<file path="src/design/adc_fmt_consts.vh">
// Constants for the triple converter output formatter.
// Assumes inclusion by bare name from each design file that needs it.
`ifndef ADC_FMT_CONSTS_VH
`define ADC_FMT_CONSTS_VH

// Register byte offsets on the AXI4-Lite slave.
`define REG_CONTROL_OFFSET      8'h00
`define REG_STATUS_OFFSET       8'h04

// Control register fields and reset value.
`define CTRL_SOURCE_BIT         0
`define CTRL_MODE_LSB           1
`define CTRL_MODE_MSB           3
`define CTRL_RESET_VALUE        4'h0

// Status register fields.
`define STAT_OUT_MODE_LSB       0
`define STAT_LATCHED_MODE_LSB   3
`define STAT_SYNC_BIT           6
`define STAT_PHASE_BIT          7
`define STAT_SOURCE_BIT         8

// AXI responses.
`define RESP_OKAY               2'h0
`define RESP_SLVERR             2'h2

// Output modes.
`define MODE_444                3'h0
`define MODE_422_8FS            3'h1
`define MODE_422_PAIRED         3'h2
`define MODE_422_SPECIAL        3'h3
`define MODE_411                3'h4
`define MODE_411_SPECIAL        3'h5
`define MODE_PATTERN_1          3'h6
`define MODE_PATTERN_2          3'h7
`define MODE_RESET_VALUE        3'h0

// Fixed patterns and enable masks.
`define PATTERN_1_VALUE         8'hAA
`define PATTERN_2_VALUE         8'h55
`define OE_ALL                  8'hFF
`define OE_NONE                 8'h00
`define OE_HIGH_NIBBLE          8'hF0

// Pipeline: total latency in sample clocks, and the depth ahead of the port registers.
`define PIPE_LATENCY            5
`define PIPE_DEPTH              4

`endif

</file>
<file path="src/design/two_flop_sync.v">
// Two flip-flop synchroniser for a group of pin levels.
// Assumes the bits are independent levels; no word coherency is implied.
`timescale 1ns/1ps
`default_nettype none

module two_flop_sync #(
	parameter WIDTH = 1
) (
	// Clock and reset.
	input  wire             aclk,
	input  wire             aresetn,
	// Asynchronous levels in, synchronised levels out.
	input  wire [WIDTH-1:0] async_in,
	output reg  [WIDTH-1:0] sync_out
);

	reg [WIDTH-1:0] meta;

	always @(posedge aclk) begin
		if (!aresetn) begin
			meta     <= {WIDTH{1'b0}};
			sync_out <= {WIDTH{1'b0}};
		end else begin
			meta     <= async_in;
			sync_out <= meta;
		end
	end

endmodule // two_flop_sync

`default_nettype wire

</file>
<file path="src/design/sample_delay_line.v">
// Fixed-depth register delay line carrying samples with their tags.
// Assumes a shift on every clock; there is no stall.
`timescale 1ns/1ps
`default_nettype none

module sample_delay_line #(
	parameter WIDTH = 8,
	parameter DEPTH = 4
) (
	// Clock and reset.
	input  wire             aclk,
	input  wire             aresetn,
	// Data in and delayed data out.
	input  wire [WIDTH-1:0] data_in,
	output wire [WIDTH-1:0] data_out
);

	reg [WIDTH-1:0] stage [0:DEPTH-1];
	genvar i;

	always @(posedge aclk) begin
		if (!aresetn) begin
			stage[0] <= {WIDTH{1'b0}};
		end else begin
			stage[0] <= data_in;
		end
	end

	generate
		for (i = 1; i < DEPTH; i = i + 1) begin : g_stage
			always @(posedge aclk) begin
				if (!aresetn) begin
					stage[i] <= {WIDTH{1'b0}};
				end else begin
					stage[i] <= stage[i-1];
				end
			end
		end
	endgenerate

	assign data_out = stage[DEPTH-1];

endmodule // sample_delay_line

`default_nettype wire

</file>
<file path="src/design/triple_adc_output_formatter.v">
// Output formatter of a three-channel 8-bit converter with an AXI4-Lite slave.
// Assumes step indices arrive on aclk from the quantisers; the mode pins are asynchronous.
//
// Contract
// [RQ1] Output code is the inverse of the step: step 0 gives all ones, 255 zeros.
// [RQ2] Three select bits, bit 2 most significant, pick one of eight output modes.
// [RQ3] Five clock latency; the mode travels with its samples so none is corrupted.
// [RQ4] While mode sync is low the mode logic is held in its reset state.
// [RQ5] On a mode sync rise the selects are captured and used after the latency.
// [RQ6] The controller holds each mode sync pulse at least one sample clock.
// [RQ7] Mode 0 gives each port its own channel every clock, phase marker low.
// [RQ8] Mode 2 port B alternates B and C of the even sample; port C floats.
// [RQ9] Mode 2 phase marker toggles each clock, high while port B carries B.
// [RQ10] Mode 3 port B alternates even B samples and odd C samples.
// [RQ11] In modes 0, 2 and 3 port A carries a fresh A sample every clock.
// [RQ12] Each port has an active low enable; high makes that port float.
// [RQ13] Mode 1 repeats even A twice; B holds B and C of each fourth sample.
// [RQ14] Mode 6 drives 10101010 on all ports, mode 7 its complement.
// [RQ15] Mode 3 floats port C and marks the channel B phase like mode 2.
// [RQ16] All channels are sampled together and pipelined in lockstep.
//
// The implementer's own choices: the address map and the AXI4-Lite register port.
`timescale 1ns/1ps
`default_nettype none
`include "adc_fmt_consts.vh"

module triple_adc_output_formatter (
	// Clock and reset.
	input  wire        aclk,
	input  wire        aresetn,
	// Quantised step indices from the three channels.
	input  wire [7:0]  ch_a_step,
	input  wire [7:0]  ch_b_step,
	input  wire [7:0]  ch_c_step,
	// Mode pins.
	input  wire        mode_sync,
	input  wire        format_select_0,
	input  wire        format_select_1,
	input  wire        format_select_2,
	// Output enable pins.
	input  wire        port_a_output_enable_n,
	input  wire        port_b_output_enable_n,
	input  wire        port_c_output_enable_n,
	// Output ports with per-bit drive enables, and the phase marker, which has none.
	output reg  [7:0]  port_a_bus,
	output reg  [7:0]  port_a_bus_oe,
	output reg  [7:0]  port_b_bus,
	output reg  [7:0]  port_b_bus_oe,
	output reg  [7:0]  port_c_bus,
	output reg  [7:0]  port_c_bus_oe,
	output reg         phase_marker_out,
	// AXI4-Lite write address channel.
	input  wire [7:0]  s_axi_awaddr,
	input  wire        s_axi_awvalid,
	output reg         s_axi_awready,
	// AXI4-Lite write data channel.
	input  wire [31:0] s_axi_wdata,
	input  wire [3:0]  s_axi_wstrb,
	input  wire        s_axi_wvalid,
	output reg         s_axi_wready,
	// AXI4-Lite write response channel.
	output reg  [1:0]  s_axi_bresp,
	output reg         s_axi_bvalid,
	input  wire        s_axi_bready,
	// AXI4-Lite read address channel.
	input  wire [7:0]  s_axi_araddr,
	input  wire        s_axi_arvalid,
	output reg         s_axi_arready,
	// AXI4-Lite read data channel.
	output reg  [31:0] s_axi_rdata,
	output reg  [1:0]  s_axi_rresp,
	output reg         s_axi_rvalid,
	input  wire        s_axi_rready
);

	// Pin synchronisers. The enables pass them too, so a port floats three clocks after
	// its enable rises; every output is registered, which rules out a combinational path.
	wire [6:0] pins_sync;
	wire       sync_level;
	wire [2:0] select_pins;
	wire [2:0] enable_n;
	reg        sync_prev;

	two_flop_sync #(
		.WIDTH    (7)
	) u_pin_sync (
		.aclk     (aclk),
		.aresetn  (aresetn),
		.async_in ({port_c_output_enable_n, port_b_output_enable_n, port_a_output_enable_n,
		            format_select_2, format_select_1, format_select_0, mode_sync}),
		.sync_out (pins_sync)
	);

	assign sync_level  = pins_sync[0];
	assign select_pins = pins_sync[3:1];
	assign enable_n    = pins_sync[6:4];

	// Software control: bit 0 takes the mode from the register instead of the pins.
	reg  [3:0] control;
	wire [2:0] select_value;

	assign select_value = control[`CTRL_SOURCE_BIT] ?
	                      control[`CTRL_MODE_MSB:`CTRL_MODE_LSB] : select_pins; // [RQ2]

	// Mode latch and sample index, both tagged onto each sample as it enters.
	reg  [2:0] latched_mode;
	reg  [1:0] sample_idx;
	wire       sync_rise;

	assign sync_rise = sync_level & ~sync_prev; // [RQ5]

	always @(posedge aclk) begin
		if (!aresetn) begin
			sync_prev    <= 1'b0;
			latched_mode <= `MODE_RESET_VALUE;
			sample_idx   <= 2'h0;
		end else begin
			sync_prev <= sync_level;
			if (!sync_level) begin
				latched_mode <= `MODE_RESET_VALUE; // [RQ4]
				sample_idx   <= 2'h0;
			end else if (sync_rise) begin
				latched_mode <= select_value; // [RQ5]
				sample_idx   <= 2'h0;
			end else begin
				sample_idx <= sample_idx + 2'h1;
			end
		end
	end

	// Pipeline: four stages here and the port registers make five.
	wire [28:0] pipe_in;
	wire [28:0] pipe_out;
	wire [7:0]  p_a;
	wire [7:0]  p_b;
	wire [7:0]  p_c;
	wire [2:0]  p_mode;
	wire [1:0]  p_idx;

	assign pipe_in = {~ch_a_step, ~ch_b_step, ~ch_c_step, latched_mode, sample_idx}; // [RQ1]

	sample_delay_line #(
		.WIDTH    (29),
		.DEPTH    (`PIPE_DEPTH)
	) u_pipe (
		.aclk     (aclk),
		.aresetn  (aresetn),
		.data_in  (pipe_in),
		.data_out (pipe_out)
	); // [RQ3] [RQ16]

	assign p_a    = pipe_out[28:21];
	assign p_b    = pipe_out[20:13];
	assign p_c    = pipe_out[12:5];
	assign p_mode = pipe_out[4:2];
	assign p_idx  = pipe_out[1:0];

	// Held copies of the last even sample and of the first sample of each group of four.
	reg  [7:0] hold_even_a;
	reg  [7:0] hold_even_c;
	reg  [7:0] hold_group_b;
	reg  [7:0] hold_group_c;
	wire [7:0] even_a;
	wire [7:0] even_c;
	wire [7:0] group_b;
	wire [7:0] group_c;

	assign even_a  = p_idx[0] ? hold_even_a : p_a;
	assign even_c  = p_idx[0] ? hold_even_c : p_c;
	assign group_b = (p_idx == 2'h0) ? p_b : hold_group_b;
	assign group_c = (p_idx == 2'h0) ? p_c : hold_group_c;

	always @(posedge aclk) begin
		if (!aresetn) begin
			hold_even_a  <= 8'h00;
			hold_even_c  <= 8'h00;
			hold_group_b <= 8'h00;
			hold_group_c <= 8'h00;
		end else begin
			if (!p_idx[0]) begin
				hold_even_a <= p_a;
				hold_even_c <= p_c;
			end
			if (p_idx == 2'h0) begin
				hold_group_b <= p_b;
				hold_group_c <= p_c;
			end
		end
	end

	// Port formatting for the sample leaving the pipeline.
	reg [7:0] next_a;
	reg [7:0] next_b;
	reg [7:0] next_c;
	reg [7:0] next_oe_b;
	reg [7:0] next_oe_c;
	reg       next_phase;
	reg [3:0] nibble;

	always @* begin
		next_a     = p_a; // [RQ11]
		next_b     = p_b;
		next_c     = p_c;
		next_oe_b  = `OE_ALL;
		next_oe_c  = `OE_ALL;
		next_phase = 1'b0;
		nibble     = 4'h0;
		case (p_mode)
		`MODE_444: begin
			next_phase = 1'b0; // [RQ7]
		end
		`MODE_422_8FS: begin
			next_a     = even_a; // [RQ13]
			next_b     = p_idx[1] ? group_c : group_b;
			case (p_idx)
			2'h0: next_c = group_b;
			2'h2: next_c = group_c;
			default: next_c = even_a;
			endcase
			next_phase = (p_idx == 2'h0);
		end
		`MODE_422_PAIRED: begin
			next_b     = p_idx[0] ? hold_even_c : p_b; // [RQ8]
			next_c     = 8'h00;
			next_oe_c  = `OE_NONE;
			next_phase = ~p_idx[0]; // [RQ9]
		end
		`MODE_422_SPECIAL: begin
			next_b     = p_idx[0] ? p_c : p_b; // [RQ10]
			next_c     = 8'h00;
			next_oe_c  = `OE_NONE; // [RQ15]
			next_phase = ~p_idx[0]; // [RQ15]
		end
		`MODE_411: begin
			case (p_idx)
			2'h0: nibble = {group_b[7:6], group_c[7:6]};
			2'h1: nibble = {group_b[5:4], group_c[5:4]};
			2'h2: nibble = {group_b[3:2], group_c[3:2]};
			default: nibble = {group_b[1:0], group_c[1:0]};
			endcase
			next_b     = {nibble, 4'h0};
			next_oe_b  = `OE_HIGH_NIBBLE;
			next_c     = 8'h00;
			next_oe_c  = `OE_NONE;
			next_phase = (p_idx == 2'h0);
		end
		`MODE_411_SPECIAL: begin
			case (p_idx)
			2'h0: nibble = group_b[3:0];
			2'h1: nibble = group_b[7:4];
			2'h2: nibble = even_c[3:0];
			default: nibble = even_c[7:4];
			endcase
			next_b     = {nibble, 4'h0};
			next_oe_b  = `OE_HIGH_NIBBLE;
			next_c     = 8'h00;
			next_oe_c  = `OE_NONE;
			next_phase = (p_idx == 2'h0);
		end
		`MODE_PATTERN_1: begin
			next_a = `PATTERN_1_VALUE; // [RQ14]
			next_b = `PATTERN_1_VALUE;
			next_c = `PATTERN_1_VALUE;
		end
		default: begin
			next_a = `PATTERN_2_VALUE; // [RQ14]
			next_b = `PATTERN_2_VALUE;
			next_c = `PATTERN_2_VALUE;
		end
		endcase
	end

	// Port registers, the fifth pipeline stage.
	reg [2:0] out_mode;

	always @(posedge aclk) begin
		if (!aresetn) begin
			port_a_bus       <= 8'h00;
			port_b_bus       <= 8'h00;
			port_c_bus       <= 8'h00;
			port_a_bus_oe    <= `OE_NONE;
			port_b_bus_oe    <= `OE_NONE;
			port_c_bus_oe    <= `OE_NONE;
			phase_marker_out <= 1'b0;
			out_mode         <= `MODE_RESET_VALUE;
		end else begin
			port_a_bus       <= next_a;
			port_b_bus       <= next_b;
			port_c_bus       <= next_c;
			port_a_bus_oe    <= enable_n[0] ? `OE_NONE : `OE_ALL; // [RQ12]
			port_b_bus_oe    <= enable_n[1] ? `OE_NONE : next_oe_b; // [RQ12]
			port_c_bus_oe    <= enable_n[2] ? `OE_NONE : next_oe_c; // [RQ12]
			phase_marker_out <= next_phase;
			out_mode         <= p_mode;
		end
	end

	// AXI4-Lite slave: address and data are taken in either order, then one response.
	reg         aw_held;
	reg         w_held;
	reg  [7:0]  aw_addr;
	reg  [31:0] w_data;
	reg  [3:0]  w_strb;
	wire [31:0] status_word;

	assign status_word = {23'h0, control[`CTRL_SOURCE_BIT], phase_marker_out, sync_level,
	                      latched_mode, out_mode};

	always @(posedge aclk) begin
		if (!aresetn) begin
			s_axi_awready <= 1'b1;
			s_axi_wready  <= 1'b1;
			s_axi_bvalid  <= 1'b0;
			s_axi_bresp   <= `RESP_OKAY;
			aw_held       <= 1'b0;
			w_held        <= 1'b0;
			aw_addr       <= 8'h00;
			w_data        <= 32'h0;
			w_strb        <= 4'h0;
			control       <= `CTRL_RESET_VALUE;
		end else begin
			if (s_axi_awvalid && s_axi_awready) begin
				aw_addr       <= s_axi_awaddr;
				aw_held       <= 1'b1;
				s_axi_awready <= 1'b0;
			end
			if (s_axi_wvalid && s_axi_wready) begin
				w_data       <= s_axi_wdata;
				w_strb       <= s_axi_wstrb;
				w_held       <= 1'b1;
				s_axi_wready <= 1'b0;
			end
			if (aw_held && w_held && !s_axi_bvalid) begin
				aw_held      <= 1'b0;
				w_held       <= 1'b0;
				s_axi_bvalid <= 1'b1;
				if (aw_addr[7:2] == `REG_CONTROL_OFFSET >> 2) begin
					s_axi_bresp <= `RESP_OKAY;
					if (w_strb[0]) begin
						control <= w_data[3:0];
					end
				end else if (aw_addr[7:2] == `REG_STATUS_OFFSET >> 2) begin
					s_axi_bresp <= `RESP_OKAY;
				end else begin
					s_axi_bresp <= `RESP_SLVERR;
				end
			end
			if (s_axi_bvalid && s_axi_bready) begin
				s_axi_bvalid  <= 1'b0;
				s_axi_awready <= 1'b1;
				s_axi_wready  <= 1'b1;
			end
		end
	end

	always @(posedge aclk) begin
		if (!aresetn) begin
			s_axi_arready <= 1'b1;
			s_axi_rvalid  <= 1'b0;
			s_axi_rdata   <= 32'h0;
			s_axi_rresp   <= `RESP_OKAY;
		end else begin
			if (s_axi_arvalid && s_axi_arready) begin
				s_axi_arready <= 1'b0;
				s_axi_rvalid  <= 1'b1;
				if (s_axi_araddr[7:2] == `REG_CONTROL_OFFSET >> 2) begin
					s_axi_rdata <= {28'h0, control};
					s_axi_rresp <= `RESP_OKAY;
				end else if (s_axi_araddr[7:2] == `REG_STATUS_OFFSET >> 2) begin
					s_axi_rdata <= status_word;
					s_axi_rresp <= `RESP_OKAY;
				end else begin
					s_axi_rdata <= 32'h0;
					s_axi_rresp <= `RESP_SLVERR;
				end
			end
			if (s_axi_rvalid && s_axi_rready) begin
				s_axi_rvalid  <= 1'b0;
				s_axi_arready <= 1'b1;
			end
		end
	end

endmodule // triple_adc_output_formatter

`default_nettype wire

</file>
<file path="config.mk">
export PLATFORM = sky130hd
export DESIGN_NAME = triple_adc_output_formatter
export DESIGN_NICKNAME = d
export VERILOG_FILES = /design/src/design/two_flop_sync.v /design/src/design/sample_delay_line.v /design/src/design/triple_adc_output_formatter.v
export VERILOG_INCLUDE_DIRS = /design/src /design/src/design
export SDC_FILE = /design/constraint.sdc
export NUM_CORES = 1
export LEC_CHECK = 0
export BUFFER_PORTS_ARGS = -buffer_cell sky130_fd_sc_hd__buf_2
export CORE_MARGIN = 10
export CORE_UTILIZATION = 54
export DETAILED_ROUTE_END_ITERATION = 10
export PLACE_DENSITY = 0.9
export SLEW_MARGIN = 10
export SYNTH_ARGS = -nofsm -noshare
export SYNTH_HDL_FRONTEND = slang
export SYNTH_SLANG_ARGS = --single-unit
</file>
<file path="constraint.sdc">
create_clock -name aclk -period 2.04 [get_ports aclk]
set_input_delay 0.204 -clock aclk [delete_from_list [all_inputs] [get_ports aclk]]
set_output_delay 0.204 -clock aclk [all_outputs]
set_load 0.01 [all_outputs]
</file>
# Word level (Yosys, flattened, before mapping)
# Memories as Yosys holds them, arrays and structs flattened.
# Index checks and enable logic that the tools add are counted.
# op_classes
addsub	1
n_mul	0
n_div	0
n_lt_le_gt_ge	0
n_eq_ne	10
shift	0
muxes	30
bitwise	12
n_reduce_logical	25
# op_table
op	count
2-to-1 mux 29 bit	4
2-to-1 mux 8 bit	9
case mux 8 bit (7 select lines)	1
case mux 8 bit (4 select lines)	1
inverter 8 bit	3
case mux 4 bit (3 select lines)	2
case mux 8 bit (3 select lines)	1
2-to-1 mux 9 bit	2
case mux 8 bit (2 select lines)	1
OR reduction 2 bit	7
equality test 6 x 1 -> 1 bit, second input constant	2
zero test 6 bit	2
equality test 3 bit, second input constant	3
2-to-1 mux 2 bit	4
logical AND 1 bit	7
equality test 3 x 2 -> 1 bit, second input constant	2
OR reduction 3 bit	2
OR reduction 5 bit	1
2-to-1 mux 4 bit	1
inverter 1 bit	4
bitwise OR 1 bit	4
OR reduction 4 bit	1
equality test 3 x 1 -> 1 bit, second input constant	1
zero test 3 bit	1
11 further kinds	12
# totals
ff_bits	164
latchBits	0
mem_bits_rw	116
romBits	0
in_bits	90
output_inout_bits	90
n_memories	1
# memory_table
name	depth	width	rd	rd_clocked_by_memory_dff	wr	line_no	source
u_pipe.stage	4	29	4	0	4	sample_delay_line.v:18	reg [WIDTH-1:0] stage [0:DEPTH-1];

# Logic depth before layout (Yosys ltp)
# An unclocked memory read counts as a cell.
# logic_depth
word_depth	5
mapped_depth	7

# Hierarchy
# Synthesis repeated with hierarchy kept, for this count alone.
# unflattened
hier_cells	908
area_unflattened_um2	8694.6
# modules_own_cells
module	n_inst	cells_per_inst	area_each_um2
triple_adc_output_formatter	1	635	5163.7
sample_delay_line	1	244	3139.3
two_flop_sync	1	29	391.6

# Worst setup path before layout
# OpenSTA, ideal clock, no wires.
# synth_timing
path_type	register -> register
from	reg aw_addr[4]
to	reg control[0]
setup_time_ns	0.128
t_arrival_ns	1.442
required_time_ns	1.912
setup_slack_ns	0.470
path_stages_with_launch	5
n_path_buf	0
synth_period_minus_slack_ns	1.570
cell_sequence	dfxtp_1 -> or4_4 -> nor4_4 -> mux2i_1 -> nor2_1
# synth_via
elab_chain_len	2
# synth_rtl
element	line_no	source
from (decl)	triple_adc_output_formatter.v:301	reg [7:0] aw_addr;
from (signal assigned)	triple_adc_output_formatter.v:323	aw_addr <= s_axi_awaddr;
zero test 6 bit	triple_adc_output_formatter.v:337	if (aw_addr[7:2] == `REG_CONTROL_OFFSET >> 2) begin
AND reduction 3 bit (no line)	-	
to (signal assigned)	triple_adc_output_formatter.v:320	control <= `CTRL_RESET_VALUE;
to (signal assigned)	triple_adc_output_formatter.v:340	control <= w_data[3:0];
to (decl)	triple_adc_output_formatter.v:99	reg [3:0] control;
# No other way between the ends.
# A chain may end at the register's enable or synchronous reset.

# Worst setup path after layout
# layout_timing
from	reg aw_addr[4]
to	reg control[3]
# Same word-level chain as after synthesis.

==> results by group <==
Global routing
  • First-pass GRT wire length: around 32000 µm
  • Pin count of the biggest net entering global routing: 66
  • Vias in the first global route: 6559
  • Total Routing Usage GR: 17.9%
  • Total gr overflow: 0
  • Initial antenna violation count: 0

Yosys
  • Post-synth EDFFs: 0
  • Synth Area in Compound Gates: 11.0%
  • Leading area contributor after synthesis: dfxtp_1
  • Synthesized flop and latch total: 233
  • Main area contributors after synthesis: dfxtp_1 55%, and2_1 8.0%, buf_4 4.3%
  • Post-synthesis sequential area ratio: between 50% and 60%
  • Yosys warning total: 0
  • Mux contribution to synthesized area: between 6 and 7%
  • Synth Area in Simple Gates: 20.4%
  • Most used DFF post-synth: dfxtp_1
  • Syn Inst Count: approximately 880
  • Syn_area_per_cell: 9.60 µm²
  • Largest family of logic cells by synthesized area: simple AND/OR/NAND/NOR gates
  • Adder and majority gate portion of the synthesized area: 0%
  • Synthesized cell area: 8490 µm²
  • Post-Synth XOR/XNOR Area: 0.103%
  • Async set-reset flop share out of synthesis: 0%
  • Post-synthesis cell type count: 55
  • Area share of the largest cell type after synthesis: around 55%

Final layout
  • Final Core Density: 67.4%
  • Multi-input gate area: approximately 3300 µm²
  • Seq. cell area: 4670 µm²
  • Layout Nets: 1114
  • Ratio of cells with drive above 1 in the final layout: 19.9%
  • Antenna diodes: 0
  • Post-route cell area: 10300 µm²
  • Fillers: 1145
  • P&R area growth vs syn: 21.5%

Setup path
  • CP Cell Sequence: or4_4, nor4_4, mux2i_1, nor2_1
  • Crit path launch type: flip-flop
  • Worst R2R End: control[3]
  • Arr. time, crit path: 2.13 ns
  • Kind of critical path: reg2reg
  • Worst r2r src: aw_addr[4]
  • Slowest stage delay, CP: 0.55 ns
  • Flop2flop setup slack: 0.28 ns
  • CP max stage cell: or4_4
  • CP top delay family: simple AND/OR/NAND/NOR gates
  • Critical path peak fanout: 4
  • Reg2Reg Depth: 4
  • Worst Path Required: ~2.4 ns
  • CP Capture Type: flip-flop
  • Worst path bufs/invs: 0

Clock network
  • Sink Count: about 230
  • Worst-Skew Late Latency: 0.49 ns
  • Root buffer cell: clkbuf_16
  • Clk buf depth: 3
  • Reg clk slew, reported paths: approximately 0.060 ns
  • CTS tree: done
  • CTS-repair resized insts: 0
  • CTS H-tree depth: 1
  • Num CTS Buffers: 23

Route
  • WL final: 19700 µm
  • Antenna Nets Post-Route: 0
  • WL/cell: 15.8 µm
  • DRC viols: 0
  • Via count: 6414
  • DRT Pass-1 Iters: 5
  • Via density: 5.13
  • Drt initial violations: 562

Min path
  • Worst hold path type: in2reg
  • Hold path endpoint: s_axi_wready
  • Hold_sp: s_axi_wvalid
  • Hold path depth: 2

STA
  • Clock Skew: approximately 0.015 ns
  • Final worst slack: 0.284 ns
  • Final min period: 1.76 ns
  • Setup Viol. Count Final: 0
  • Actual slew at the worst max-slew pin: ~0.63 ns
  • Worst-case headroom to the max-slew limit: roughly 58%
  • F_max: roughly 0.57 GHz
  • Crit share post-route: 86.1%
  • Setup tns final: 0 ns
  • Fin. max-slew vios: 0
  • Final hold vios: 0
  • RSZ-0062 raised after global routing: false

Die
  • Die area: roughly 21000 µm²
  • I/O pins: 180
  • Die width: 145 µm
  • Chip height: 145 µm
  • Core Area: 15300 µm²
  • Initial core utilization: between 50% and 60%
  • Rows: 45

Placed design
  • GP Congestion: approximately 0.89
  • Post-placement cell area: just over 9000 µm²
  • Place WS: ~0.28 ns
  • IO Port Bufs: 119
  • HPWL Detailed: 13200 µm

Run status
  • Outcome: completed

Job
  • Max-cap viol count: 0

Power and ir drop
  • Lkg Pwr: around 0.0042 µW
  • Power Density: 891 nW/µm²
  • Max IR drop VDD: 0.000735 V
-- cells by family after synthesis --
logic type,count (synthesis)
xor gates and xnor gates,1
muxes,44
buffers and inverters,112
AOI/OAI and AO/OA,154
other,1
and+or+nand+nor,339
DFF,233
-- placed cells by master (no fill, tap or decap), types with 24 or more instances in the layout --
master,Yosys,routed
dfxtp_1,233,232
buf_2,9,119
and2_1,108,108
nand2_1,95,95
nor2_1,68,68
a21oi_1,61,61
dlygate4sd3_1,0,44
mux2i_1,31,31
o21ai_0,28,28
conb_1,1,25
nand3_1,24,24
-- Yosys cell counts (4+ instances only) --
master,number
dfxtp_1,233
and2_1,108
nand2_1,95
nor2_1,68
a21oi_1,61
buf_4,49
clkbuf_1,38
mux2i_1,31
o21ai_0,28
nand3_1,24
nor2b_1,15
a211oi_1,10
a21o_1,10
inv_1,10
a31oi_1,9
buf_2,9
mux4_2,7
nor3_1,7
mux2_2,6
nand2b_1,6
o21ai_1,6
o21a_1,5
a22oi_1,4
-- state kept, by name, indices dropped and copies added (netlist names), 4 cells and up --
name,count
aw_addr,6
control,4
hold_even_a,8
hold_even_c,8
hold_group_b,8
hold_group_c,8
port_a_bus,8
port_b_bus,8
port_c_bus,8
s_axi_rdata,9
u_pin_sync.meta,7
u_pin_sync.sync_out,7
u_pipe.stage,116
w_data,4
-- where the power goes --
part           internal (µW)  switching [µW]  total (µW)
Combinational            216             233         449
Clock                   2360            1650        4010
Sequential              4670            62.0        4730
-- metrics by stage --
| stage | power, µW | instances | hold WS, ns |
|---|---|---|---|
| 6_report | 9190 | 1250 | 0.0265 |
| 5_1_grt | 9520 | 1250 | 0.0261 |
| 4_1_cts | 9260 | 1250 | 0.00723 |
| 3_5_place_dp | 5210 | 1166 | 0.356 |
| 3_3_place_gp | 5200 | 1166 | 0.361 |
| 2_1_floorplan | 5120 | 908 | 0.271 |
-- layout make-up --
class,count,share of cell area [%]
Inverter,13,0.473
Timing Repair Buffer,190,12.6
Sequential cell,233,45.2
Clock buffer,31,6.26
Multi-Input combinational cell,563,32.0
Tap cell,211,2.56
Clock inverter,9,0.861
-- metal layers --
layer	global-route usage, %	routed length (µm)	vias to the layer above
met5	0	0	-
met4	6.37	478	0
met3	3.88	1470	45
met2	29.9	9550	258
met1	22.4	8220	2955
li1	-	-	3156
-- worst max path at each step --
stage / startpoint / slack, ns / to / cells past startpoint
detailed placement: aw_addr[4] / 0.28 / control[3] / 4
global placement: u_pipe.stage[1][29] / 0.37 / port_b_bus[5] / 5
global route: u_pipe.stage[1][29] / 0.14 / port_b_bus[5] / 5
floorplan: aw_addr[4] / 0.47 / control[0] / 4
CTS: aw_addr[4] / 0.27 / control[3] / 4
finish: aw_addr[4] / 0.28 / control[3] / 4
-- repair_timing --
| item | CTS | global route |
|---|---|---|
| hold endpoints to repair | 47 | 0 |
| hold buffers | 44 | 0 |
| setup buffers | 0 | 0 |
Note: power is estimated with default switching activity, not from simulation.
